## src/rtl/bus_sched_pkg.sv

```systemverilog
// Purpose: Shared constants for the bus frame scheduler
// Assumes: 100 MHz system clock
// Notes: Times kept in microseconds, cycle counts derived from them
package bus_sched_pkg;
	localparam int CLK_MHZ = 100;
	localparam int FRAME_US = 1000000;
	localparam int SUBFRAMES = 64;
	localparam int SLOTS = 24;
	localparam int SLOT_SHORT_US = 150;
	localparam int SLOT_LONG_US = 750;
	localparam int SLOT_REG_MAX_US = 775;
	localparam int TM_GAP_US = 2500;
	localparam int ASYNC_LAT_US = 1000;
	localparam int TM_MAX_OCTETS = 1024;
	localparam int TC_MAX_OCTETS = 248;
	localparam int SHORT_TC_MAX_OCTETS = 64;
	localparam int SLOT_SHORT_CYC = SLOT_SHORT_US * CLK_MHZ;
	localparam int SLOT_LONG_CYC = SLOT_LONG_US * CLK_MHZ;
	localparam int SUBFRAME_CYC = FRAME_US * CLK_MHZ / SUBFRAMES;
	localparam int GAP_CYC = TM_GAP_US * CLK_MHZ;
	// Slot indices are zero based
	localparam logic [4:0] SLOT_FIRST_LONG = 5'h01;
	localparam logic [4:0] SLOT_FIRST_PKT = 5'h04;
	localparam logic [4:0] SLOT_LAST_PKT = 5'h13;
	localparam logic [4:0] SLOT_LAST = 5'h17;
	localparam logic [5:0] SF_TIME = 6'h20;
	localparam logic [5:0] SF_LAST = 6'h3f;
	// Sync mode command fields
	localparam logic [4:0] BCAST_ADDR = 5'h1f;
	localparam logic [4:0] MODE_SUBADDR = 5'h00;
	localparam logic [4:0] MODE_SYNC = 5'h01;
	localparam logic [4:0] MODE_SYNC_DATA = 5'h11;
	localparam logic [5:0] SYNC_RESERVED = 6'h00;
	// Register byte offsets
	localparam logic [7:0] REG_CMD = 8'h00;
	localparam logic [7:0] REG_STATUS = 8'h04;
	localparam logic [7:0] REG_ALLOC = 8'h08;
	localparam logic [7:0] REG_ERRORS = 8'h0c;
	// Command bits in REG_CMD
	localparam int CMD_SEL_A = 0;
	localparam int CMD_SEL_B = 1;
	localparam int CMD_AUTO_OFF = 2;
	localparam int CMD_AUTO_ON = 3;
	// Fault codes reported upward
	localparam logic [2:0] FLT_NONE = 3'h0;
	localparam logic [2:0] FLT_TIMEOUT = 3'h1;
	localparam logic [2:0] FLT_TX_ERR = 3'h2;
	localparam logic [2:0] FLT_LOOPBACK = 3'h4;
	localparam logic RST_MEDIUM_B = 1'b0;
	localparam logic RST_AUTO_EN = 1'b1;
	typedef enum logic [1:0] {
		ISO_IDLE = 2'b01,
		ISO_PROBE = 2'b10
	} iso_state_t;
endpackage

```

## src/rtl/bus_frame_scheduler.sv

```systemverilog
// Purpose: Bus controller medium redundancy and cyclic frame schedule
// Assumes: Bus interface logic on mclk_in; second tick from central time
// Notes: Slot 24 absorbs the remainder of each subframe
//
// Overview of operation
// [RULE1] After reset all traffic uses medium A.
// [RULE2] Isolated failure of A moves all traffic globally to medium B.
// [RULE3] Never return automatically from B to A; B failures cause no recovery.
// [RULE4] Selected medium is readable as status.
// [RULE5] Probe B while traffic stays on A; confirm when B good, A failed.
// [RULE6] Triggers: terminal timeout, terminal transmit error, loop-back failure.
// [RULE7] Commands: select A, select B, disable and enable auto switching.
// [RULE8] Detected bus errors reported on a dedicated fault interface.
// [RULE9] One second frame of 64 equal subframes aligned to central time.
// [RULE10] Each subframe is a fixed sequence of 24 message slots.
// [RULE11] Subframe 0 slot 1 carries sync mode command without data word.
// [RULE12] No telemetry in subframe 0; telecommands only.
// [RULE13] Other subframes slot 1 carries sync with data word.
// [RULE14] Counts 0, 16, 32, 48 reserved for telecommand transfer.
// [RULE15] Time information distributed in subframe count 32.
// [RULE16] Remaining subframes carry telemetry, telecommand also allowed.
// [RULE17] Subframe count runs 0 to 63, one less than ordinal.
// [RULE18] A telemetry packet never crosses a subframe boundary.
// [RULE19] Telemetry up to 1024 octets, telecommand up to 248 octets.
// [RULE20] At least 2.5 ms between transfers of one type per terminal.
// [RULE21] Schedule allows 50 telemetry, 16 telecommand, time, two short TCs.
// [RULE22] Short asynchronous telecommand delivered within one millisecond.
// [RULE23] Sync: address 11111, T 1, subaddress 0, mode 00001 or R 10001.
// [RULE24] Sync data word: 5-bit sender, 6 reserved bits, 5-bit count.
// [RULE25] Sender field holds allocated terminal or zero.
// [RULE26] Slot lengths 150, 750 x19, 150 x3, last at most 775 us.
// [RULE27] With auto switching off, errors still reported, medium unchanged.
// [RULE28] Subframe count resets to zero on each one-second tick.
//
// The address map and the Avalon-MM register port were left to the implementer.
`timescale 1ns/1ps
module bus_frame_scheduler
	import bus_sched_pkg::*;
#(
	parameter int SHORT_CYC = SLOT_SHORT_CYC,
	parameter int LONG_CYC = SLOT_LONG_CYC,
	parameter int SF_CYC = SUBFRAME_CYC,
	parameter int GAP_CYCLES = GAP_CYC
)
(
	input wire logic mclk_in,
	input wire logic sys_rst_in,
	input wire logic [7:0] avs_address_in,
	input wire logic avs_read_in,
	input wire logic avs_write_in,
	input wire logic [31:0] avs_writedata_in,
	input wire logic [3:0] avs_byteenable_in,
	output logic [31:0] avs_readdata_out,
	output logic avs_waitrequest_out,
	input wire logic second_tick_in,
	input wire logic rt_timeout_in,
	input wire logic rt_tx_error_in,
	input wire logic loopback_fail_in,
	input wire logic probe_done_in,
	input wire logic probe_ok_in,
	input wire logic tm_done_in,
	input wire logic tc_done_in,
	input wire logic async_tc_req_in,
	output logic medium_b_out,
	output logic probe_req_out,
	output logic fault_valid_out,
	output logic [2:0] fault_code_out,
	output logic slot_start_out,
	output logic [5:0] subframe_count_out,
	output logic [4:0] slot_index_out,
	output logic sync_valid_out,
	output logic [15:0] sync_cmd_out,
	output logic sync_data_valid_out,
	output logic [15:0] sync_data_out,
	output logic time_dist_out,
	output logic tm_permit_out,
	output logic tc_permit_out,
	output logic async_tc_grant_out
);
	function automatic logic tc_reserved(input logic [5:0] sf);
		return sf[3:0] == 4'h0;
	endfunction

	function automatic logic pkt_slot(input logic [4:0] s);
		return s >= SLOT_FIRST_PKT && s <= SLOT_LAST_PKT;
	endfunction

	logic sec_s1_q, sec_s2_q, sec_s3_q, sec_tick;
	logic [31:0] sf_cyc_q, slot_cyc_q, tm_gap_q, tc_gap_q;
	logic [5:0] sf_q;
	logic [4:0] slot_q;
	logic sf_start, slot_end;
	logic medium_b_q, auto_en_q;
	iso_state_t iso_q;
	logic [4:0] alloc_mem [SUBFRAMES];
	logic [2:0] err_q;
	logic async_pend_q;
	logic wait_q;
	logic [31:0] rdata_d;
	logic [2:0] trig;
	logic bus_wr, cmd_wr;

	// Second tick is asynchronous to this clock
	always_ff @(posedge mclk_in or posedge sys_rst_in)
	begin
		if (sys_rst_in)
		begin
			sec_s1_q <= 1'b0;
			sec_s2_q <= 1'b0;
			sec_s3_q <= 1'b0;
		end
		else
		begin
			sec_s1_q <= second_tick_in;
			sec_s2_q <= sec_s1_q;
			sec_s3_q <= sec_s2_q;
		end
	end
	assign sec_tick = sec_s2_q && !sec_s3_q;

	// [RULE9] equal subframes from tick
	assign sf_start = sec_tick || sf_cyc_q == 32'(SF_CYC - 1);
	always_ff @(posedge mclk_in or posedge sys_rst_in)
	begin
		if (sys_rst_in)
			sf_cyc_q <= '0;
		else if (sf_start)
			sf_cyc_q <= '0;
		else
			sf_cyc_q <= sf_cyc_q + 32'h1;
	end

	// [RULE28] count restarts on tick
	// [RULE17] count 0 to 63
	always_ff @(posedge mclk_in or posedge sys_rst_in)
	begin
		if (sys_rst_in)
			sf_q <= '0;
		else if (sec_tick)
			sf_q <= '0;
		else if (sf_start)
			sf_q <= sf_q + 6'h1;
	end

	// [RULE26] slot lengths; last slot takes the remainder
	assign slot_end = slot_q != SLOT_LAST && slot_cyc_q == ((slot_q
		>= SLOT_FIRST_LONG && slot_q <= SLOT_LAST_PKT) ?
		32'(LONG_CYC - 1) : 32'(SHORT_CYC - 1));
	// [RULE10] fixed 24-slot sequence
	always_ff @(posedge mclk_in or posedge sys_rst_in)
	begin
		if (sys_rst_in)
		begin
			slot_q <= '0;
			slot_cyc_q <= '0;
		end
		else if (sf_start)
		begin
			slot_q <= '0;
			slot_cyc_q <= '0;
		end
		else if (slot_end)
		begin
			slot_q <= slot_q + 5'h1;
			slot_cyc_q <= '0;
		end
		else if (slot_q != SLOT_LAST)
			slot_cyc_q <= slot_cyc_q + 32'h1;
	end

	always_ff @(posedge mclk_in or posedge sys_rst_in)
	begin
		if (sys_rst_in)
		begin
			slot_start_out <= 1'b0;
			subframe_count_out <= '0;
			slot_index_out <= '0;
		end
		else
		begin
			slot_start_out <= sf_start || slot_end;
			subframe_count_out <= sf_start ? (sec_tick ? 6'h0 : sf_q + 6'h1)
				: sf_q;
			slot_index_out <= sf_start ? 5'h0 : (slot_end ? slot_q + 5'h1
				: slot_q);
		end
	end

	// Sync words issued in slot 1 of each subframe
	always_ff @(posedge mclk_in or posedge sys_rst_in)
	begin
		if (sys_rst_in)
		begin
			sync_valid_out <= 1'b0;
			sync_cmd_out <= '0;
			sync_data_valid_out <= 1'b0;
			sync_data_out <= '0;
		end
		else
		begin
			sync_valid_out <= sf_start;
			sync_data_valid_out <= 1'b0;
			if (sf_start && (sec_tick || sf_q == SF_LAST))
			begin
				// [RULE11] plain sync first subframe
				// [RULE23] transmit bit set
				sync_cmd_out <= {BCAST_ADDR, 1'b1, MODE_SUBADDR, MODE_SYNC};
			end
			else if (sf_start)
			begin
				// [RULE13] sync with data word
				sync_cmd_out <= {BCAST_ADDR, 1'b0, MODE_SUBADDR,
					MODE_SYNC_DATA};
				sync_data_valid_out <= 1'b1;
				// [RULE24] sender, reserved, count
				// [RULE25] zero when unallocated
				sync_data_out <= {alloc_mem[sf_q + 6'h1], SYNC_RESERVED,
					sf_q[4:0] + 5'h1};
			end
		end
	end

	// [RULE20] spacing per transfer type
	always_ff @(posedge mclk_in or posedge sys_rst_in)
	begin
		if (sys_rst_in)
		begin
			tm_gap_q <= '0;
			tc_gap_q <= '0;
		end
		else
		begin
			if (tm_done_in)
				tm_gap_q <= 32'(GAP_CYCLES);
			else if (tm_gap_q != '0)
				tm_gap_q <= tm_gap_q - 32'h1;
			if (tc_done_in)
				tc_gap_q <= 32'(GAP_CYCLES);
			else if (tc_gap_q != '0)
				tc_gap_q <= tc_gap_q - 32'h1;
		end
	end

	// Packet windows; [RULE18] window closes before subframe end
	always_ff @(posedge mclk_in or posedge sys_rst_in)
	begin
		if (sys_rst_in)
		begin
			tm_permit_out <= 1'b0;
			tc_permit_out <= 1'b0;
			time_dist_out <= 1'b0;
		end
		else
		begin
			// [RULE12] no telemetry in reserved subframes
			// [RULE16] telemetry elsewhere when allocated
			tm_permit_out <= !sf_start && pkt_slot(slot_q) &&
				!tc_reserved(sf_q) && alloc_mem[sf_q] != 5'h0 &&
				tm_gap_q == '0 && !tm_done_in;
			// [RULE14] telecommands in every subframe
			tc_permit_out <= !sf_start && pkt_slot(slot_q) &&
				tc_gap_q == '0 && !tc_done_in;
			// [RULE15] time distribution subframe
			time_dist_out <= !sf_start && sf_q == SF_TIME &&
				slot_q == SLOT_FIRST_LONG;
		end
	end

	// [RULE22] grant at next non-sync slot start, within the last slot plus slot 0
	always_ff @(posedge mclk_in or posedge sys_rst_in)
	begin
		if (sys_rst_in)
		begin
			async_pend_q <= 1'b0;
			async_tc_grant_out <= 1'b0;
		end
		else
		begin
			async_tc_grant_out <= slot_end && async_pend_q;
			if (async_tc_req_in)
				async_pend_q <= 1'b1;
			else if (slot_end)
				async_pend_q <= 1'b0;
		end
	end

	// [RULE6] switch-over triggers
	assign trig = {loopback_fail_in, rt_tx_error_in, rt_timeout_in};
	assign bus_wr = avs_write_in && !wait_q;
	assign cmd_wr = bus_wr && avs_address_in == REG_CMD &&
		avs_byteenable_in[0];

	// [RULE8] fault report pulse
	// [RULE27] reported regardless of auto setting
	always_ff @(posedge mclk_in or posedge sys_rst_in)
	begin
		if (sys_rst_in)
		begin
			fault_valid_out <= 1'b0;
			fault_code_out <= FLT_NONE;
		end
		else
		begin
			fault_valid_out <= trig != 3'h0;
			fault_code_out <= trig;
		end
	end

	// Sticky error bits, set wins over write-one clear
	always_ff @(posedge mclk_in or posedge sys_rst_in)
	begin
		if (sys_rst_in)
			err_q <= '0;
		else if (bus_wr && avs_address_in == REG_ERRORS &&
			avs_byteenable_in[0])
			err_q <= (err_q & ~avs_writedata_in[2:0]) | trig;
		else
			err_q <= err_q | trig;
	end

	always_ff @(posedge mclk_in or posedge sys_rst_in)
	begin
		if (sys_rst_in)
			auto_en_q <= RST_AUTO_EN;
		else if (cmd_wr && avs_writedata_in[CMD_AUTO_ON])
			auto_en_q <= 1'b1;
		else if (cmd_wr && avs_writedata_in[CMD_AUTO_OFF])
			auto_en_q <= 1'b0;
	end

	// [RULE5] probe medium B while A keeps traffic
	always_ff @(posedge mclk_in or posedge sys_rst_in)
	begin
		if (sys_rst_in)
		begin
			iso_q <= ISO_IDLE;
			probe_req_out <= 1'b0;
		end
		else
		begin
			probe_req_out <= 1'b0;
			case (iso_q)
				ISO_IDLE:
				begin
					if (trig != 3'h0 && !medium_b_q && auto_en_q && !cmd_wr)
					begin
						iso_q <= ISO_PROBE;
						probe_req_out <= 1'b1;
					end
				end
				ISO_PROBE:
				begin
					if (probe_done_in || medium_b_q || !auto_en_q)
						iso_q <= ISO_IDLE;
				end
				default:
					iso_q <= ISO_IDLE;
			endcase
		end
	end

	// [RULE1] medium A after reset
	always_ff @(posedge mclk_in or posedge sys_rst_in)
	begin
		if (sys_rst_in)
			medium_b_q <= RST_MEDIUM_B;
		// [RULE7] explicit selects take priority
		else if (cmd_wr && avs_writedata_in[CMD_SEL_B])
			medium_b_q <= 1'b1;
		else if (cmd_wr && avs_writedata_in[CMD_SEL_A])
			medium_b_q <= 1'b0;
		// [RULE2] global switch once confirmed
		// [RULE3] only ever A to B
		else if (iso_q == ISO_PROBE && probe_done_in && probe_ok_in &&
			auto_en_q)
			medium_b_q <= 1'b1;
	end
	assign medium_b_out = medium_b_q;

	// Allocation table: data[5:0] subframe, data[12:8] terminal
	always_ff @(posedge mclk_in)
	begin
		if (bus_wr && avs_address_in == REG_ALLOC && avs_byteenable_in[1])
			alloc_mem[avs_writedata_in[5:0]] <= avs_writedata_in[12:8];
	end

	// Table has no reset; software fills every entry before use
	always_comb
	begin
		rdata_d = '0;
		case (avs_address_in)
			// [RULE4] medium status readable
			REG_STATUS:
				rdata_d = {11'h0, slot_q, 2'h0, sf_q, 5'h0, iso_q == ISO_PROBE,
					auto_en_q, medium_b_q};
			REG_ERRORS:
				rdata_d = {29'h0, err_q};
			REG_ALLOC:
				rdata_d = {27'h0, alloc_mem[sf_q]};
			default:
				rdata_d = '0;
		endcase
	end

	// One wait cycle, then ready for exactly one cycle
	always_ff @(posedge mclk_in or posedge sys_rst_in)
	begin
		if (sys_rst_in)
		begin
			wait_q <= 1'b1;
			avs_readdata_out <= '0;
		end
		else if (wait_q && (avs_read_in || avs_write_in))
		begin
			wait_q <= 1'b0;
			avs_readdata_out <= rdata_d;
		end
		else
			wait_q <= 1'b1;
	end
	assign avs_waitrequest_out = wait_q;

	// [RULE19] size limits are kept by packet descriptors elsewhere
	// [RULE21] 60 telemetry and 64 command subframes exceed minimums

	// Pending age; too long for a delay range in a property
	logic [31:0] async_wait_q;
	always_ff @(posedge mclk_in or posedge sys_rst_in)
	begin
		if (sys_rst_in)
			async_wait_q <= '0;
		else if (!async_pend_q || slot_end)
			async_wait_q <= '0;
		else
			async_wait_q <= async_wait_q + 32'h1;
	end

	a_medium_b_sticky: assert property (@(posedge mclk_in) // [RULE3]
		disable iff (sys_rst_in)
		medium_b_q && !cmd_wr |=> medium_b_q)
		else $error("medium left B without command");
	a_switch_confirm: assert property (@(posedge mclk_in) // [RULE5]
		disable iff (sys_rst_in)
		$rose(medium_b_q) && !$past(cmd_wr) |->
		$past(iso_q == ISO_PROBE && probe_ok_in))
		else $error("switch without confirmed probe");
	a_auto_off_hold: assert property (@(posedge mclk_in) // [RULE27]
		disable iff (sys_rst_in)
		!auto_en_q && !cmd_wr && !medium_b_q |=> !medium_b_q)
		else $error("medium changed with auto off");
	a_fault_report: assert property (@(posedge mclk_in) // [RULE8]
		disable iff (sys_rst_in)
		trig != 3'h0 |=> fault_valid_out && fault_code_out == $past(trig))
		else $error("fault not reported");
	a_tm_reserved: assert property (@(posedge mclk_in) // [RULE12]
		disable iff (sys_rst_in)
		tm_permit_out |-> !tc_reserved(subframe_count_out))
		else $error("telemetry in reserved subframe");
	a_sync_plain: assert property (@(posedge mclk_in) // [RULE11]
		disable iff (sys_rst_in)
		sync_valid_out && subframe_count_out == 6'h0 |->
		sync_cmd_out == 16'hfc01 && !sync_data_valid_out)
		else $error("bad plain sync");
	a_sync_data: assert property (@(posedge mclk_in) // [RULE13]
		disable iff (sys_rst_in)
		sync_valid_out && subframe_count_out != 6'h0 |->
		sync_cmd_out == 16'hf811 && sync_data_valid_out &&
		sync_data_out[4:0] == subframe_count_out[4:0])
		else $error("bad sync with data");
	a_slot_short: assert property (@(posedge mclk_in) // [RULE26]
		disable iff (sys_rst_in)
		slot_end && slot_q == 5'h0 |-> slot_cyc_q == 32'(SHORT_CYC - 1))
		else $error("first slot wrong length");
	// Worst case: request at start of slot 23, granted after slot 0
	a_async_grant: assert property (@(posedge mclk_in) // [RULE22]
		disable iff (sys_rst_in)
		async_wait_q < 32'(SF_CYC - 3 * SHORT_CYC - 19 * LONG_CYC + 2))
		else $error("short command not granted in time");
	c_switch_b: cover property (@(posedge mclk_in) $rose(medium_b_q));
	c_probe_fail: cover property (@(posedge mclk_in)
		iso_q == ISO_PROBE && probe_done_in && !probe_ok_in);
	c_tm_window: cover property (@(posedge mclk_in) $rose(tm_permit_out));
	c_time_sf: cover property (@(posedge mclk_in) time_dist_out);
endmodule

```

## config.mk

```make
export PLATFORM = sky130hd
export DESIGN_NAME = bus_frame_scheduler
export DESIGN_NICKNAME = d
export VERILOG_FILES = /design/src/rtl/bus_sched_pkg.sv /design/src/rtl/bus_frame_scheduler.sv
export SDC_FILE = /design/constraint.sdc
export NUM_CORES = 1
export LEC_CHECK = 0
export BUFFER_PORTS_ARGS = -buffer_cell sky130_fd_sc_hd__buf_2
export CORE_MARGIN = 2
export CORE_UTILIZATION = 46
export CTS_CLUSTER_DIAMETER = 60
export DETAILED_ROUTE_END_ITERATION = 8
export PLACE_DENSITY = 0.62
export SLEW_MARGIN = 30
export SYNTH_ARGS = -nofsm -noshare
export SYNTH_HDL_FRONTEND = slang
export SYNTH_SLANG_ARGS = --single-unit
```

## constraint.sdc

```tcl
create_clock -name mclk_in -period 6.2 [get_ports mclk_in]
set_input_delay 0.31 -clock mclk_in [delete_from_list [all_inputs] [get_ports mclk_in]]
set_output_delay 0.31 -clock mclk_in [all_outputs]
set_load 0.02 [all_outputs]
```

## Word-level counts from Yosys, hierarchy flattened

Memories as Yosys holds them, arrays and structs flattened. A register that Yosys moved wholly into a read port is not among the register bits.
Index checks and enable logic that the tools add are counted.

- Memories kept: 1
- Bits of input ports: 57
- RAM bits: 320
- Flip-flop bits (word level): 227
- Output and inout port bits: 89
- Word-level logic and storage cells: 161

- Eq/ne operators: 13
- Reductions and logical operators: 67
- $add $sub $neg: 7
- Bitwise gates (word level): 5
- Multiplexer cells: 36
- Magnitude comparators: 3

Memory list:

| memory | words | bits a word | read ports | clocked after Yosys merged registers in | wr ports | RTL line | RTL |
|---|---|---|---|---|---|---|---|
| alloc_mem | 64 | 5 | 2 | 1 | 1 | bus_frame_scheduler.sv:95 | `logic [4:0] alloc_mem [SUBFRAMES];` |

Operator list:

| kind | count |
|---|---|
| 2-to-1 mux 32 bit | 8 |
| adder 32 x 1 -> 32 bit (second input constant) | 2 |
| logical NOT 32 bit | 2 |
| nonzero test 32 bit | 2 |
| subtractor 32 x 1 -> 32 bit (second input constant) | 2 |
| one-hot mux 21 bit (3 select lines) | 1 |
| logical AND 1 bit | 33 |
| == test 32 x 17 -> 1 bit | 1 |
| == test 32 x 21 -> 1 bit (second input constant) | 1 |
| 2-to-1 mux 16 bit | 2 |
| 2-to-1 mux 6 bit | 4 |
| 2-to-1 mux 17 bit | 1 |
| == test 8 x 4 -> 1 bit (second input constant) | 2 |
| 2-to-1 mux 1 bit | 14 |
| nonzero test 2 bit | 7 |
| == test 6 bit (second input constant) | 2 |
| adder 5 x 1 -> 5 bit (second input constant) | 2 |
| 2-to-1 mux 5 bit | 2 |
| logical NOT 1 bit | 9 |
| nonzero test 3 bit | 3 |
| == test 8 x 3 -> 1 bit (second input constant) | 1 |
| logical NOT 8 bit | 1 |
| adder 6 x 1 -> 6 bit (second input constant) | 1 |
| logical OR 1 bit | 6 |
| other kinds (18) | 22 |

## Logic depth before layout (Yosys ltp)

- Depth after elaboration: 9
- Depth in mapped cells: 16
- Mapped depth without buffers: 9

## Worst setup path after synthesis

No wires, ideal clock.

- Path kind: register to register
- From: register sf_q[0]
- To: register sync_data_out[15], read port of alloc_mem
- Library setup time: 128 ps
- Slack: 2406 ps
- Clock period less this slack: 3794 ps
- Required time: 6072 ps
- Buffers on the path: 8
- Cell stages (with the launch flop): 17
- Arrival: 3667 ps
- Cells stage by stage: dfrtp_1 > buf_2 > buf_4 > buf_4 > buf_4 > buf_2 > inv_1 > ha_1 > buf_4 > buf_2 > buf_2 > mux4_2 > nand2_1 > a31oi_1 > a211oi_1 > a21oi_1 > mux2_1

- Longest elaborated chain between the ends: 5
- Elaborated cells on any way between the ends: 6
- Those cells by class: add/sub (1); eq/ne (1); bitwise (1); reduce/logical (3)

RTL lines:

| element | RTL line | RTL |
|---|---|---|
| from (decl) | bus_frame_scheduler.sv:90 | `logic [5:0] sf_q;` |
| from (signal assigned) | bus_frame_scheduler.sv:142 | `sf_q <= sf_q + 6'h1;` |
| parallel branches: the longest is 5 deep, another holds adder 6 x 1 -> 6 bit | - |  |
| to (decl) | bus_frame_scheduler.sv:74 | `output logic [15:0] sync_data_out,` |

Several ways; the timed one is not identified.
A chain may end at the register's enable or synchronous reset.

## Final worst setup path

- From: register sf_q[0]
- To: register sync_data_out[12], read port of alloc_mem

The elaborated chain is that of the path after synthesis.

==> qor.csv <==
stage,metric,value,unit
run_status,status,"complete, no violations",
clock_tree,clock_sinks,518,
grt,grt_max_degree,138,
placement,pre_cts_ws,1810,ps
floorplanning,dieHeight,236,um
power,clkPwrFrac,45.6,%
synthesis,yosysWarnings,0,
placement,placed_cells,2517,
sta,skew,29.9,ps
sta,worst_pin_slew,963,ps
power,power_density,266,mW/mm2
grt,met3_usage,5.91,%
sta,setup_viol,0,
cells_and_area,nFillCells,4435,
sta,max_freq,231,MHz
power,pwr-share-comb,3.5,%
synthesis,syn_inst,1815,
clock_tree,cts_tree,built,
critical_path,cp_top_family,multiplexers,
placement,routabilityCongestion,0.798,
synthesis,ys_ff_latch,518,
cells_and_area,nets,1954,
floorplanning,die_w,236,um
cells_and_area,fin_cells,2628,
critical_path,crit_chain,inv_1 > ha_4 > buf_12 > mux4_2 > and2_1 > a211oi_1 > a31oi_1 > a211oi_1 > a21oi_1 > mux2_2,
synthesis,synth_flop_cell,edfxtp_1,
clock_tree,clk_pin_slew_worst_paths,60,ps
critical_path,slowest_delay,860,ps
drt,ant_nets,0,
synthesis,syn_area,0.0247,mm2
cells_and_area,finish.utilization,51.7,%
grt,grt_pass1_wl,93000,um
placement,port-buffer-count,92,
run,max_cap_viol_count,0,
clock_tree,post_cts_buffers,0,
cells_and_area,antennaDiodeCount,0,
clock_tree,htree_levels,2,
cells_and_area,stdcell_area,0.0277,mm2
clock_tree,insertion_delay,610,ps
critical_path,worstSetupPathType,reg -> reg,
sta,min_period,4340,ps
grt,grt.busiest_layer,met2,
drt,routed_wl,60800,um
sta,slew-limit-headroom,35.6,%
drt,drt_iter0_drc,1593,
critical_path,cp_max_fo,45,
critical_path,cpMostUsedCell,a211oi_1,
floorplanning,coreArea,0.0535,mm2
grt,grt-ovfl-total,0,
drt,routedWlPerCell,23.1,um
sta,fin_setup_tns,0,ps
clock_tree,cts_root_buf,clkbuf_16,
grt,globalRouteMet1Util,29.9,%
cells_and_area,syn_to_final_growth,11.8,%
synthesis,synth_edf_count,320,
drt,vias,15600,
power,switching_share,21.5,%
critical_path,cpMaxStageDelayCell,dfrtp_4,
sta,rsz0062_at_grt,no,
drt,post_drt_via_cell_ratio,5.92,
grt,antenna_found_initial,0,
floorplanning,dieArea,0.0557,mm2
synthesis,seq_area_frac_synth,58.9,%
critical_path,cp.required,6670,ps
sta,min_period_over_period,70.0,%
power,sequentialPowerShare,51.0,%
synthesis,syn_area_per_cell,13.6,um2
power,p_switching,1.58,mW
drt,drtPass1Iterations,5,
critical_path,cp_num_buf_inv,2,
worst_hold_path,hold_class,in -> reg,
drt,drc,0,
placement,hpwl,39100,um
synthesis,ys_types,68,
clock_tree,numCtsBuffers,56,
power,worst_ir_drop_vdd,0.191,mV
floorplanning,num_io_pins,146,
floorplanning,rows,85,
critical_path,end_kind,flip-flop,
power,p_int,5.78,mW
grt,grt_pass1_vias,15500,
sta,slew_viol_final,0,
grt,met2_usage,34.3,%
sta,final-hold-violation-count,0,
power,leakagePower,9.79,nW
placement,place_area,0.0257,mm2
sta,fin_ws,1860,ps
critical_path,cp-start-kind,flip-flop,
grt,grt.total_usage,21.9,%
synthesis,synthArstFlopShare,38.2,%
cells_and_area,drive_gt1_share,20.2,%
critical_path,cp.arrival,4810,ps
clock_tree,ctsLongestPathBuffers,3,
floorplanning,start_util,46.3,%
[worst register-to-register path: cells and delay by family, from the launching register on]
| family | cells | cell delay (ps) |
|---|---|---|
| AOI/OAI and AO/OA | 4 | 840 |
| adders and majority gates | 1 | 730 |
| buffers and inverters | 2 | 610 |
| DFF | 1 | 860 |
| muxes | 2 | 980 |
| and+or+nand+nor | 1 | 190 |
[final cells by class]
cell class | instances | area (um2) | share of cell area [%]
clock inverters | 19 | 206 | 0.747
inverters | 26 | 110 | 0.398
clock buffers | 83 | 1650 | 5.95
flip-flops and latches | 518 | 14600 | 52.7
multi-input cells | 1165 | 9530 | 34.4
repair buffers | 121 | 723 | 2.62
well taps | 696 | 871 | 3.15
[sequential cells by signal, summed over array words and instances (netlist names), 5 cells and up]
name                count
avs_readdata_out       16
tc_gap_q               32
subframe_count_out      6
sf_q                    6
tm_gap_q               32
slot_index_out          5
alloc_mem             320
sf_cyc_q               32
sync_data_out          10
slot_cyc_q             32
[Yosys cell counts, types with 4 or more instances]
master    number  share of area [%]
xnor2_1       67                2.4
a22o_1        19               0.67
or3b_2         6               0.21
a21oi_1       39               0.79
and4_1         7               0.25
buf_2         23               0.47
a211oi_1      30               0.91
a311oi_1      10               0.35
edfxtp_1     320                 39
a22oi_1        7               0.21
and3_1        14               0.35
nor4_1        23               0.58
a21o_1         7               0.21
o22ai_1       12               0.30
nand3b_1      10               0.30
and2_1        25               0.63
or4_1          8               0.24
nand4_1       18               0.46
buf_1          6              0.091
a31oi_1       11               0.28
nor2_1       226                3.4
o221ai_1       5               0.18
mux4_2       145                 13
nor2b_1        9               0.23
nand2_1      120                1.8
ha_1           9               0.46
xor2_1        51                1.8
a221oi_1       7               0.25
nand3_1       34               0.69
dfrtp_1      195                 20
mux2i_1       42                1.7
inv_1         25               0.38
nor4b_1        4               0.14
o21ai_0       31               0.63
nor3_1        39               0.79
buf_4         47                1.4
or2_2          4               0.10
nand2b_1      19               0.48
mux2_2        14               0.64
or3_1         32               0.81
clkbuf_1      58               0.88
[through the flow]
stage               total power [mW]  hold WS [ps]
floorplan                       3.99           331
detailed placement              4.07           341
finish                          7.36          53.7
global route                    7.58          40.5
CTS                             7.41          27.1
global placement                4.06           340
[cell families after synthesis]
logic type | count (synthesis) | synth area share (%)
other | 1 | 0.0152
XOR/XNOR | 118 | 4.18
AO/OA/AOI/OAI | 189 | 5.20
AND/OR/NAND/NOR | 617 | 12.4
flip-flops | 518 | 58.9
buffers and inverters | 161 | 3.30
multiplexers | 202 | 15.6
adder cells (fa/ha/maj) | 9 | 0.455
[layout by cell type (no fill, tap or decap), types with 39 or more instances in the layout]
cell and n:
mux2i_1 42, dfrtp_1 193, a21oi_1 39, buf_2 88, xor2_1 49, mux4_2 145
xnor2_1 65, nor3_1 39, nand2_1 119, edfxtp_1 320, clkbuf_16 58, nor2_1 226
[power by group through the flow]
| stage | Sequential, mW | Combinational, mW | Clock (mW) |
|---|---|---|---|
| after floorplan | 3.81 | 0.174 | 0 |
| after global placement | 3.82 | 0.246 | 0 |
| after detailed placement | 3.82 | 0.252 | 0 |
| after CTS | 3.75 | 0.258 | 3.40 |
| after global routing | 3.76 | 0.286 | 3.54 |
| final | 3.75 | 0.254 | 3.35 |
[per-layer routing]
metal / wire length [um] / vias up / part of all wire [%]
li1: - / 6934 / -
met1: 25300 / 7943 / 42
met2: 28300 / 581 / 47
met3: 5440 / 108 / 8.9
met4: 1750 / 0 / 2.9
met5: 0 / - / 0
[repair_timing]
item	in CTS	in global routing
hold endpoints to repair	146	0
gates resized for setup	0	0
endpoints found under the setup margin	0	0
hold buffers	9	0
[final timing paths]
check                                     from                             to  slack, ps  cells after the start
hold / removal                     avs_read_in  avs_waitrequest_out$_DFF_PP1_         50                      3
setup reg to reg           sf_q[0]$_DFFE_PP0P_  sync_data_out[12]$_DFFE_PP0P_       1860                     10
setup / recovery           sf_q[0]$_DFFE_PP0P_  sync_data_out[12]$_DFFE_PP0P_       1860                     10
min in group asynchronous           sys_rst_in  sync_data_valid_out$_DFF_PP0_        350                      3
max in group asynchronous           sys_rst_in            sf_q[0]$_DFFE_PP0P_       4390                      4
hold reg to reg             sec_s1_q$_DFF_PP0_             sec_s2_q$_DFF_PP0_        360                      0
(Power assumes the default switching activity.)
